<file path="src/rtl/pulse_ref_pkg.sv">
// package: register map, field layout and timing for the pulse reference decoder
package pulse_ref_pkg;
    // ----------------------------------------------------------------
    // register offsets
    // ----------------------------------------------------------------
    localparam logic [7:0] FORM_SWITCH_OFFSET = 8'h00;
    localparam logic [7:0] CONTROL_OFFSET = 8'h04;
    localparam logic [7:0] ACTIVE_FORM_OFFSET = 8'h08;
    localparam logic [7:0] ERROR_COUNT_OFFSET = 8'h0C;
    localparam logic [7:0] STATUS_OFFSET = 8'h10;
    // ----------------------------------------------------------------
    // field layout of the form switch
    // ----------------------------------------------------------------
    localparam int PULSE_FORM_LSB = 0;
    localparam int CLEAR_FORM_LSB = 4;
    localparam int CLEAR_OP_LSB = 8;
    localparam int FILTER_SEL_LSB = 12;
    localparam int DIGIT_W = 4;
    localparam logic [15:0] FORM_SWITCH_RESET = 16'h0000;
    localparam logic [15:0] FORM_SWITCH_MAX = 16'h2236;
    // ----------------------------------------------------------------
    // control register bits
    // ----------------------------------------------------------------
    localparam int CTRL_RESTART_BIT = 0;
    localparam int CTRL_SERVO_ON_BIT = 1;
    localparam int CTRL_ALARM_BIT = 2;
    // ----------------------------------------------------------------
    // status register bits
    // ----------------------------------------------------------------
    localparam int STAT_CLEARING_BIT = 0;
    localparam int STAT_PENDING_BIT = 1;
    // ----------------------------------------------------------------
    // encodings
    // ----------------------------------------------------------------
    localparam logic [3:0] FORM_SIGN_POS = 4'h0;
    localparam logic [3:0] FORM_CWCCW_POS = 4'h1;
    localparam logic [3:0] FORM_QUAD_X1 = 4'h2;
    localparam logic [3:0] FORM_QUAD_X2 = 4'h3;
    localparam logic [3:0] FORM_QUAD_X4 = 4'h4;
    localparam logic [3:0] FORM_SIGN_NEG = 4'h5;
    localparam logic [3:0] FORM_CWCCW_NEG = 4'h6;
    localparam logic [3:0] CLR_HIGH_LEVEL = 4'h0;
    localparam logic [3:0] CLR_RISING = 4'h1;
    localparam logic [3:0] CLR_LOW_LEVEL = 4'h2;
    localparam logic [3:0] CLR_FALLING = 4'h3;
    localparam logic [3:0] OP_BASEBLOCK = 4'h0;
    localparam logic [3:0] OP_NEVER = 4'h1;
    localparam logic [3:0] OP_ALARM = 4'h2;
    localparam logic [3:0] FILT_LINE_1M = 4'h0;
    localparam logic [3:0] FILT_OPEN_COLL = 4'h1;
    localparam logic [3:0] FILT_LINE_4M = 4'h2;
    // ----------------------------------------------------------------
    // filter timing: least pulse half-period accepted per rate
    // ----------------------------------------------------------------
    localparam int CLK_MHZ = 100;
    localparam int HALF_LINE_1M_NS = 500;
    localparam int HALF_OPEN_COLL_NS = 2500;
    localparam int HALF_LINE_4M_NS = 125;
    localparam int FILT_MARGIN_DIV = 2;
    localparam int FILT_W = 8;
    localparam logic [FILT_W-1:0] FILT_LEN_1M =
        FILT_W'(HALF_LINE_1M_NS * CLK_MHZ / 1000 / FILT_MARGIN_DIV);
    localparam logic [FILT_W-1:0] FILT_LEN_OC =
        FILT_W'(HALF_OPEN_COLL_NS * CLK_MHZ / 1000 / FILT_MARGIN_DIV);
    localparam logic [FILT_W-1:0] FILT_LEN_4M =
        FILT_W'(HALF_LINE_4M_NS * CLK_MHZ / 1000 / FILT_MARGIN_DIV);
    localparam logic [1:0] RESP_OKAY = 2'b00;
    localparam logic [1:0] RESP_SLVERR = 2'b10;
endpackage

</file>
<file path="src/rtl/pulse_reference_input_decoder.sv">
// module: pulse train reference decoder with position error counter and AXI4-Lite registers
//
// Design decisions made here: the AXI4-Lite interface to the registers and the address map.
`timescale 1ns/1ns
module pulse_reference_input_decoder #(
    parameter int COUNT_W = 32
) (
    input wire logic aclk,
    input wire logic aresetn,
    input wire logic [7:0] s_axi_awaddr,
    input wire logic s_axi_awvalid,
    output logic s_axi_awready,
    input wire logic [31:0] s_axi_wdata,
    input wire logic [3:0] s_axi_wstrb,
    input wire logic s_axi_wvalid,
    output logic s_axi_wready,
    output logic [1:0] s_axi_bresp,
    output logic s_axi_bvalid,
    input wire logic s_axi_bready,
    input wire logic [7:0] s_axi_araddr,
    input wire logic s_axi_arvalid,
    output logic s_axi_arready,
    output logic [31:0] s_axi_rdata,
    output logic [1:0] s_axi_rresp,
    output logic s_axi_rvalid,
    input wire logic s_axi_rready,
    input wire logic pulse_in_a,
    input wire logic pulse_in_b,
    input wire logic error_counter_clear_input,
    output logic [COUNT_W-1:0] position_error
);
    localparam int FW = pulse_ref_pkg::FILT_W;
    localparam int DW = pulse_ref_pkg::DIGIT_W;

    logic [15:0] pulse_input_form_switch_reg;
    logic [15:0] active_form_reg;
    logic servo_on_reg;
    logic alarm_reg;
    logic restart_pending_reg;
    logic restart_req;
    logic [3:0] pulse_form;
    logic [3:0] clear_form;
    logic [3:0] clear_op;
    logic [3:0] filter_sel;
    logic [FW-1:0] filt_len;
    logic a_lvl;
    logic b_lvl;
    logic clr_lvl;
    logic a_prev_reg;
    logic b_prev_reg;
    logic clr_prev_reg;
    logic alarm_prev_reg;
    logic clear_now;
    logic up;
    logic down;

    // ----------------------------------------------------------------
    // digit helpers
    // ----------------------------------------------------------------
    function automatic logic [3:0] digit(input logic [15:0] word, input int lsb);
        digit = word[lsb +: DW];
    endfunction

    function automatic logic form_ok(input logic [15:0] word);
        form_ok = digit(word, pulse_ref_pkg::PULSE_FORM_LSB) <=
                  digit(pulse_ref_pkg::FORM_SWITCH_MAX, pulse_ref_pkg::PULSE_FORM_LSB)
               && digit(word, pulse_ref_pkg::CLEAR_FORM_LSB) <=
                  digit(pulse_ref_pkg::FORM_SWITCH_MAX, pulse_ref_pkg::CLEAR_FORM_LSB)
               && digit(word, pulse_ref_pkg::CLEAR_OP_LSB) <=
                  digit(pulse_ref_pkg::FORM_SWITCH_MAX, pulse_ref_pkg::CLEAR_OP_LSB)
               && digit(word, pulse_ref_pkg::FILTER_SEL_LSB) <=
                  digit(pulse_ref_pkg::FORM_SWITCH_MAX, pulse_ref_pkg::FILTER_SEL_LSB);
    endfunction

    // ----------------------------------------------------------------
    // AXI4-Lite write channel
    // ----------------------------------------------------------------
    logic aw_held_reg;
    logic w_held_reg;
    logic [7:0] aw_addr_reg;
    logic [31:0] w_data_reg;
    logic [3:0] w_strb_reg;
    logic wr_fire;

    assign wr_fire = aw_held_reg && w_held_reg && !s_axi_bvalid;

    always_ff @(posedge aclk) begin
        if (!aresetn) begin
            aw_held_reg <= 1'b0;
            w_held_reg <= 1'b0;
            aw_addr_reg <= 8'h00;
            w_data_reg <= 32'h00000000;
            w_strb_reg <= 4'h0;
            s_axi_awready <= 1'b0;
            s_axi_wready <= 1'b0;
        end else begin
            s_axi_awready <= !aw_held_reg && !s_axi_awready && s_axi_awvalid;
            s_axi_wready <= !w_held_reg && !s_axi_wready && s_axi_wvalid;
            if (s_axi_awvalid && s_axi_awready) begin
                aw_held_reg <= 1'b1;
                aw_addr_reg <= s_axi_awaddr;
            end else if (wr_fire) begin
                aw_held_reg <= 1'b0;
            end
            if (s_axi_wvalid && s_axi_wready) begin
                w_held_reg <= 1'b1;
                w_data_reg <= s_axi_wdata;
                w_strb_reg <= s_axi_wstrb;
            end else if (wr_fire) begin
                w_held_reg <= 1'b0;
            end
        end
    end

    logic wr_form;
    logic wr_ctrl;
    logic wr_legal;
    assign wr_form = wr_fire && aw_addr_reg == pulse_ref_pkg::FORM_SWITCH_OFFSET;
    assign wr_ctrl = wr_fire && aw_addr_reg == pulse_ref_pkg::CONTROL_OFFSET;
    assign wr_legal = form_ok({(w_strb_reg[1] ? w_data_reg[15:8]
                                             : pulse_input_form_switch_reg[15:8]),
                               (w_strb_reg[0] ? w_data_reg[7:0]
                                             : pulse_input_form_switch_reg[7:0])});

    always_ff @(posedge aclk) begin
        if (!aresetn) begin
            s_axi_bvalid <= 1'b0;
            s_axi_bresp <= pulse_ref_pkg::RESP_OKAY;
        end else if (wr_fire) begin
            s_axi_bvalid <= 1'b1;
            s_axi_bresp <= (wr_ctrl || (wr_form && wr_legal)) ? pulse_ref_pkg::RESP_OKAY
                                                             : pulse_ref_pkg::RESP_SLVERR;
        end else if (s_axi_bready) begin
            s_axi_bvalid <= 1'b0;
        end
    end

    // ----------------------------------------------------------------
    // setting register, out-of-range values refused
    // ----------------------------------------------------------------
    always_ff @(posedge aclk) begin
        if (!aresetn) begin
            pulse_input_form_switch_reg <= pulse_ref_pkg::FORM_SWITCH_RESET;
        end else if (wr_form && wr_legal) begin
            if (w_strb_reg[0]) begin
                pulse_input_form_switch_reg[7:0] <= w_data_reg[7:0];
            end
            if (w_strb_reg[1]) begin
                pulse_input_form_switch_reg[15:8] <= w_data_reg[15:8];
            end
        end
    end

    // ----------------------------------------------------------------
    // control bits and restart
    // ----------------------------------------------------------------
    assign restart_req = wr_ctrl && w_strb_reg[0] && w_data_reg[pulse_ref_pkg::CTRL_RESTART_BIT];

    always_ff @(posedge aclk) begin
        if (!aresetn) begin
            servo_on_reg <= 1'b0;
            alarm_reg <= 1'b0;
        end else if (wr_ctrl && w_strb_reg[0]) begin
            servo_on_reg <= w_data_reg[pulse_ref_pkg::CTRL_SERVO_ON_BIT];
            alarm_reg <= w_data_reg[pulse_ref_pkg::CTRL_ALARM_BIT];
        end
    end

    // new setting takes effect only at restart
    always_ff @(posedge aclk) begin
        if (!aresetn) begin
            active_form_reg <= pulse_ref_pkg::FORM_SWITCH_RESET;
        end else if (restart_req) begin
            active_form_reg <= pulse_input_form_switch_reg;
        end
    end

    always_ff @(posedge aclk) begin
        if (!aresetn) begin
            restart_pending_reg <= 1'b0;
        end else if (wr_form && wr_legal) begin
            restart_pending_reg <= 1'b1;
        end else if (restart_req) begin
            restart_pending_reg <= 1'b0;
        end
    end

    // ----------------------------------------------------------------
    // AXI4-Lite read channel
    // ----------------------------------------------------------------
    always_ff @(posedge aclk) begin
        if (!aresetn) begin
            s_axi_arready <= 1'b0;
            s_axi_rvalid <= 1'b0;
            s_axi_rdata <= 32'h00000000;
            s_axi_rresp <= pulse_ref_pkg::RESP_OKAY;
        end else begin
            s_axi_arready <= !s_axi_arready && !s_axi_rvalid && s_axi_arvalid;
            if (s_axi_arvalid && s_axi_arready) begin
                s_axi_rvalid <= 1'b1;
                s_axi_rresp <= pulse_ref_pkg::RESP_OKAY;
                case (s_axi_araddr)
                    pulse_ref_pkg::FORM_SWITCH_OFFSET:
                        s_axi_rdata <= {16'h0000, pulse_input_form_switch_reg};
                    pulse_ref_pkg::CONTROL_OFFSET:
                        s_axi_rdata <= {29'h00000000, alarm_reg, servo_on_reg, 1'b0};
                    pulse_ref_pkg::ACTIVE_FORM_OFFSET:
                        s_axi_rdata <= {16'h0000, active_form_reg};
                    pulse_ref_pkg::ERROR_COUNT_OFFSET:
                        s_axi_rdata <= 32'(position_error);
                    pulse_ref_pkg::STATUS_OFFSET:
                        s_axi_rdata <= {30'h00000000, restart_pending_reg, clear_now};
                    default: begin
                        s_axi_rdata <= 32'h00000000;
                        s_axi_rresp <= pulse_ref_pkg::RESP_SLVERR;
                    end
                endcase
            end else if (s_axi_rready) begin
                s_axi_rvalid <= 1'b0;
            end
        end
    end

    // ----------------------------------------------------------------
    // active field decode
    // ----------------------------------------------------------------
    assign pulse_form = digit(active_form_reg, pulse_ref_pkg::PULSE_FORM_LSB);
    assign clear_form = digit(active_form_reg, pulse_ref_pkg::CLEAR_FORM_LSB);
    assign clear_op = digit(active_form_reg, pulse_ref_pkg::CLEAR_OP_LSB);
    assign filter_sel = digit(active_form_reg, pulse_ref_pkg::FILTER_SEL_LSB);

    always_comb begin
        case (filter_sel)
            pulse_ref_pkg::FILT_LINE_1M: filt_len = pulse_ref_pkg::FILT_LEN_1M;
            pulse_ref_pkg::FILT_OPEN_COLL: filt_len = pulse_ref_pkg::FILT_LEN_OC;
            pulse_ref_pkg::FILT_LINE_4M: filt_len = pulse_ref_pkg::FILT_LEN_4M;
            default: filt_len = pulse_ref_pkg::FILT_LEN_1M;
        endcase
    end

    // ----------------------------------------------------------------
    // synchronised, filtered inputs
    // ----------------------------------------------------------------
    input_filter #(.WIDTH(FW)) filt_a (
        .aclk(aclk), .aresetn(aresetn), .pin(pulse_in_a), .length(filt_len), .level(a_lvl)
    );
    input_filter #(.WIDTH(FW)) filt_b (
        .aclk(aclk), .aresetn(aresetn), .pin(pulse_in_b), .length(filt_len), .level(b_lvl)
    );
    input_filter #(.WIDTH(FW)) filt_clr (
        .aclk(aclk), .aresetn(aresetn), .pin(error_counter_clear_input), .length(filt_len),
        .level(clr_lvl)
    );

    always_ff @(posedge aclk) begin
        if (!aresetn) begin
            a_prev_reg <= 1'b0;
            b_prev_reg <= 1'b0;
            clr_prev_reg <= 1'b0;
            alarm_prev_reg <= 1'b0;
        end else begin
            a_prev_reg <= a_lvl;
            b_prev_reg <= b_lvl;
            clr_prev_reg <= clr_lvl;
            alarm_prev_reg <= alarm_reg;
        end
    end

    // ----------------------------------------------------------------
    // pulse form decode
    // ----------------------------------------------------------------
    logic a_rise;
    logic a_fall;
    logic b_rise;
    logic b_fall;
    logic a_edge;
    logic b_edge;
    assign a_rise = a_lvl && !a_prev_reg;
    assign a_fall = !a_lvl && a_prev_reg;
    assign b_rise = b_lvl && !b_prev_reg;
    assign b_fall = !b_lvl && b_prev_reg;
    assign a_edge = a_rise || a_fall;
    assign b_edge = b_rise || b_fall;

    always_comb begin
        up = 1'b0;
        down = 1'b0;
        case (pulse_form)
            pulse_ref_pkg::FORM_SIGN_POS: begin
                up = a_rise && !b_lvl;
                down = a_rise && b_lvl;
            end
            pulse_ref_pkg::FORM_SIGN_NEG: begin
                up = a_fall && b_lvl;
                down = a_fall && !b_lvl;
            end
            pulse_ref_pkg::FORM_CWCCW_POS: begin
                up = a_rise && !b_rise;
                down = b_rise && !a_rise;
            end
            pulse_ref_pkg::FORM_CWCCW_NEG: begin
                up = a_fall && !b_fall;
                down = b_fall && !a_fall;
            end
            pulse_ref_pkg::FORM_QUAD_X1: begin
                up = a_rise && !b_lvl;
                down = a_fall && !b_lvl;
            end
            pulse_ref_pkg::FORM_QUAD_X2: begin
                up = a_edge && (a_lvl != b_lvl);
                down = a_edge && (a_lvl == b_lvl);
            end
            pulse_ref_pkg::FORM_QUAD_X4: begin
                up = (a_edge && !b_edge && (a_lvl != b_lvl))
                  || (b_edge && !a_edge && (a_lvl == b_lvl));
                down = (a_edge && !b_edge && (a_lvl == b_lvl))
                    || (b_edge && !a_edge && (a_lvl != b_lvl));
            end
            default: begin
                up = 1'b0;
                down = 1'b0;
            end
        endcase
    end

    // ----------------------------------------------------------------
    // clear sources
    // ----------------------------------------------------------------
    logic clr_by_input;
    logic clr_by_op;

    always_comb begin
        case (clear_form)
            pulse_ref_pkg::CLR_HIGH_LEVEL: clr_by_input = clr_lvl;
            pulse_ref_pkg::CLR_RISING: clr_by_input = clr_lvl && !clr_prev_reg;
            pulse_ref_pkg::CLR_LOW_LEVEL: clr_by_input = !clr_lvl;
            pulse_ref_pkg::CLR_FALLING: clr_by_input = !clr_lvl && clr_prev_reg;
            default: clr_by_input = 1'b0;
        endcase
    end

    always_comb begin
        case (clear_op)
            pulse_ref_pkg::OP_BASEBLOCK: clr_by_op = !servo_on_reg || alarm_reg;
            pulse_ref_pkg::OP_NEVER: clr_by_op = 1'b0;
            pulse_ref_pkg::OP_ALARM: clr_by_op = alarm_reg && !alarm_prev_reg;
            default: clr_by_op = 1'b0;
        endcase
    end

    assign clear_now = clr_by_input || clr_by_op;

    // ----------------------------------------------------------------
    // position error counter
    // ----------------------------------------------------------------
    always_ff @(posedge aclk) begin
        if (!aresetn) begin
            position_error <= '0;
        end else if (clear_now) begin
            position_error <= '0;
        end else if (up) begin
            position_error <= position_error + 1'b1;
        end else if (down) begin
            position_error <= position_error - 1'b1;
        end
    end
endmodule // pulse_reference_input_decoder

</file>
<file path="src/rtl/input_filter.sv">
// module: pin synchroniser with programmable glitch filter
`timescale 1ns/1ns
module input_filter #(
    parameter int WIDTH = 8
) (
    input wire logic aclk,
    input wire logic aresetn,
    input wire logic pin,
    input wire logic [WIDTH-1:0] length,
    output logic level
);
    logic sync1_reg;
    logic sync2_reg;
    logic [WIDTH-1:0] count_reg;

    // ----------------------------------------------------------------
    // two-stage synchroniser
    // ----------------------------------------------------------------
    always_ff @(posedge aclk) begin
        if (!aresetn) begin
            sync1_reg <= 1'b0;
            sync2_reg <= 1'b0;
        end else begin
            sync1_reg <= pin;
            sync2_reg <= sync1_reg;
        end
    end

    // ----------------------------------------------------------------
    // accept a new level once it has held for length + 1 cycles
    // ----------------------------------------------------------------
    always_ff @(posedge aclk) begin
        if (!aresetn) begin
            count_reg <= '0;
            level <= 1'b0;
        end else if (sync2_reg == level) begin
            count_reg <= '0;
        end else if (count_reg >= length) begin
            count_reg <= '0;
            level <= sync2_reg;
        end else begin
            count_reg <= count_reg + 1'b1;
        end
    end
endmodule // input_filter

</file>
<file path="config.mk">
export PLATFORM = sky130hd
export DESIGN_NAME = pulse_reference_input_decoder
export DESIGN_NICKNAME = d
export VERILOG_FILES = /design/src/rtl/pulse_ref_pkg.sv /design/src/rtl/pulse_reference_input_decoder.sv /design/src/rtl/input_filter.sv
export SDC_FILE = /design/constraint.sdc
export NUM_CORES = 1
export LEC_CHECK = 0
export BUFFER_PORTS_ARGS = -buffer_cell sky130_fd_sc_hd__buf_2
export CORE_MARGIN = 3
export CORE_UTILIZATION = 50
export CTS_BUF_LIST = sky130_fd_sc_hd__clkbuf_8
export DETAILED_ROUTE_END_ITERATION = 7
export MAX_ROUTING_LAYER = met4
export PLACE_DENSITY = 0.79
export SLEW_MARGIN = 0
export SYNTH_ARGS = -nofsm -noshare
export SYNTH_HDL_FRONTEND = slang
export SYNTH_SLANG_ARGS = --single-unit
</file>
<file path="constraint.sdc">
create_clock -name aclk -period 10.9 [get_ports aclk]
set_clock_uncertainty 0.15 [all_clocks]
set_input_delay 0.545 -clock aclk [delete_from_list [all_inputs] [get_ports aclk]]
set_output_delay 0.545 -clock aclk [all_outputs]
set_load 0.05 [all_outputs]
</file>
==> impl_metrics.tcl <==
set metrics [dict create \
    status "complete, no violations" \
    hold_violations 0 \
    ys_warn_count 0 \
    r2r_slack_ps 6440 \
    synth_cells 1084 \
    fin_crit_sh 0.409 \
    viasPerCell 5.61 \
    crit_chain "inv_1 -> ha_1 -> nor3b_1 -> o21ai_0 -> a221oi_2 -> a21oi_2 -> buf_4 -> ha_1 -> a211oi_1 -> o21ai_0 -> o21bai_1 -> a31oi_2 -> a311oi_2 -> nor3b_1 -> o31a_1 -> nor3_1" \
    drive_above_1_share 0.145 \
    synth_area_sq_um 8880 \
    cts_root_buf "clkbuf_8" \
    crit_path_top_delay_cell "dfxtp_1" \
    io_pins 135 \
    max_freq_mhz 224 \
    synthFlopType "dfxtp_1" \
    grt_pass1_vias 7399 \
    numPortBuffers 114 \
    synth_area_per_cell_sq_um 8.19 \
    hpwl_mm 15.0 \
    clkTransAtPathRegs_ps 100 \
    slew_viol_final 0 \
    place.gp.congestion 0.908 \
    yosys.area.top_type_share 0.385 \
    drt_iter0_markers 646 \
    numCtsBuffers 17 \
    fp.dieH_microns 139 \
    ff2ff_path_depth 16 \
    multi_input_area_sq_um 5110 \
    post-cts-setup-buffers 0 \
    r2r_end "position_error[31]" \
    synth_edf_count 0 \
    synth_top_cell_by_area "dfxtp_1" \
    regArea_sq_um 3420 \
    synth_cell_types 71 \
    max-vdd-ir-drop_mv 0.0760 \
    die-width_microns 139 \
    ctsResizeCount 0 \
    final_util 0.573 \
    cts_tree "built" \
    path_delay_family "compound AO/OA/AOI/OAI gates" \
    area_delta_synth_final_pct 12.1 \
    core_area_sq_um 17400 \
    worstSetupPathType "reg2reg" \
    drcViolationCount 0 \
    synth_area_leaders "dfxtp_1 (39%), ha_1 (8.5%), a21oi_1 (6.7%), nor2_1 (6.3%), nand2_1 (5.8%)" \
    vias 7911 \
    antenna_found_initial 0 \
    reg_top3 "position_error: 32 flops, s_axi_rdata: 32 flops" \
    critPathArrivalTime_ps 4640 \
    path_buf_inv 2 \
    drt_pass1_iterations 5 \
    dr_wl_met2_mm 9.80 \
    htreeDepth 4 \
    synth_seq_area_share 0.385 \
    met3_wirelength_mm 1.08 \
    cts_hold_buf 0 \
    relSlewSlack 0.328 \
    leakage_nw 4.42 \
    num_rows 48 \
    wl_met1_mm 10.1 \
    hold_path.class "in2reg" \
    overflow 0 \
    yosysMostFrequentCell "dfxtp_1" \
    initial_core_util 0.512 \
    r2r_start "filt_b.level" \
    top_layer "met4" \
    rsz0062_at_grt "no" \
    setup_violations 0 \
    crit_fanout 36 \
    routed_wl_mm 21.4 \
    die-area_sq_um 19400 \
    hold_depth 2 \
    grt_pass1_wl_mm 35.8 \
    ys_seq_elements 171 \
    fin_nets 1296 \
    power.density_nw_per_um2 113 \
    synth_commonest_cells "dfxtp_1 (171), nor2_1 (150), nand2_1 (137)" \
    clock_latency_ps 480 \
    cp_slowest_stage_delay_ps 530 \
    tns_ps 0 \
    drt-wirelength-per-cell_microns 15.1 \
    cp_data_required_time_ps 11090 \
    cap_violations 0 \
    cts_buffer_depth 2 \
    ant_nets 0 \
    fin_crit_ps 4460 \
    antenna_cells 0 \
    fillers 1594 \
    worst_slew_pin_slew_ps 1000 \
    dpl_cell_area_sq_um 9570 \
    async_flop_share 0 \
    grt_usage 0.227 \
    grt_max_degree 55 \
    whs_endpoint "filt_b.sync1_reg" \
    crit_path_end_kind "flip-flop" \
    cp-start-kind "flip-flop" \
    worstHoldStart "pulse_in_b" \
    design_area_sq_um 9950 \
    cts.sinks 171 \
]
[area by class of cell]
cell class	count	share of cell area
Multi-Input combinational cell	828	0.514
Clock buffer	18	0.0249
Tap cell	225	0.0283
Clock inverter	14	0.0136
Sequential cell	171	0.344
Timing Repair Buffer	121	0.0626
Inverter	34	0.0128
[worst register-to-register path, delay by kind of cell, from the launching register on]
kind	cells	cell delay, ps
fa+ha+maj	2	580
buf+inv	2	380
flops	1	530
compound gates	9	2190
simple gates	3	510
[power breakdown]
group	internal [mW]	switching, mW
Sequential	0.630	0.00444
Combinational	0.0150	0.0302
Clock	0.192	0.250
[cells by family (layout without fill, tap and decap cells)]
family	after synthesis	count (layout)	synth area share
and+or+nand+nor	426	426	0.217
AOI/OAI and AO/OA	257	257	0.182
DFF	171	171	0.385
buffers and inverters	86	187	0.0399
adders and majority gates	61	61	0.0868
xor gates and xnor gates	42	42	0.0423
muxes	40	40	0.0465
other	1	2	0.000422
[worst max path at each step]
stage | startpoint | end | slack [ps] | depth (start not counted)
after global placement | filt_b.level | position_error[31] | 6590 | 16
after detailed placement | filt_b.level | position_error[31] | 6540 | 16
after CTS | filt_b.level | position_error[31] | 6510 | 16
after global routing | filt_b.level | position_error[31] | 6110 | 16
after floorplan | filt_a.level | position_error[31] | 6550 | 16
final | filt_b.level | position_error[31] | 6440 | 16
[metal layers]
metal  up-vias  track usage
li1       3962            -
met1      3741        0.301
met2       181        0.351
met3        27       0.0430
met4         0       0.0742
met5         -            -
[metrics by stage]
step	hold WS (ps)	power [mW]	std cells	setup WS [ps]
2_1_floorplan	262	0.678	1085	6550
3_3_place_gp	275	0.694	1379	6590
3_5_place_dp	278	0.694	1379	6540
4_1_cts	95.5	1.13	1411	6510
5_1_grt	104	1.16	1411	6110
6_report	117	1.12	1411	6440
[placed cells by master, fill, tap and decap left out, types with 5 or more instances in the layout]
cell	synthesis	layout
dfxtp_1	171	171
nor2_1	150	150
nand2_1	137	137
a21oi_1	119	119
buf_2	9	114
ha_1	60	60
mux2i_1	39	39
inv_1	33	34
nand3_1	30	30
o21ai_0	26	26
a21o_1	24	24
nor3_1	23	23
xor2_1	22	22
and2_1	20	20
xnor2_1	19	19
a22oi_1	18	18
clkbuf_8	0	18
nand2b_1	12	12
and3_1	8	8
nor3b_1	7	7
buf_4	3	7
a31oi_1	6	6
nor2b_1	6	6
a211oi_1	6	6
o21a_1	6	6
nand3b_1	5	5
a2111oi_0	5	5
o2111ai_1	5	5
o211ai_1	5	5
inv_6	0	5
No activity file was read; power rests on OpenSTA's default activity.
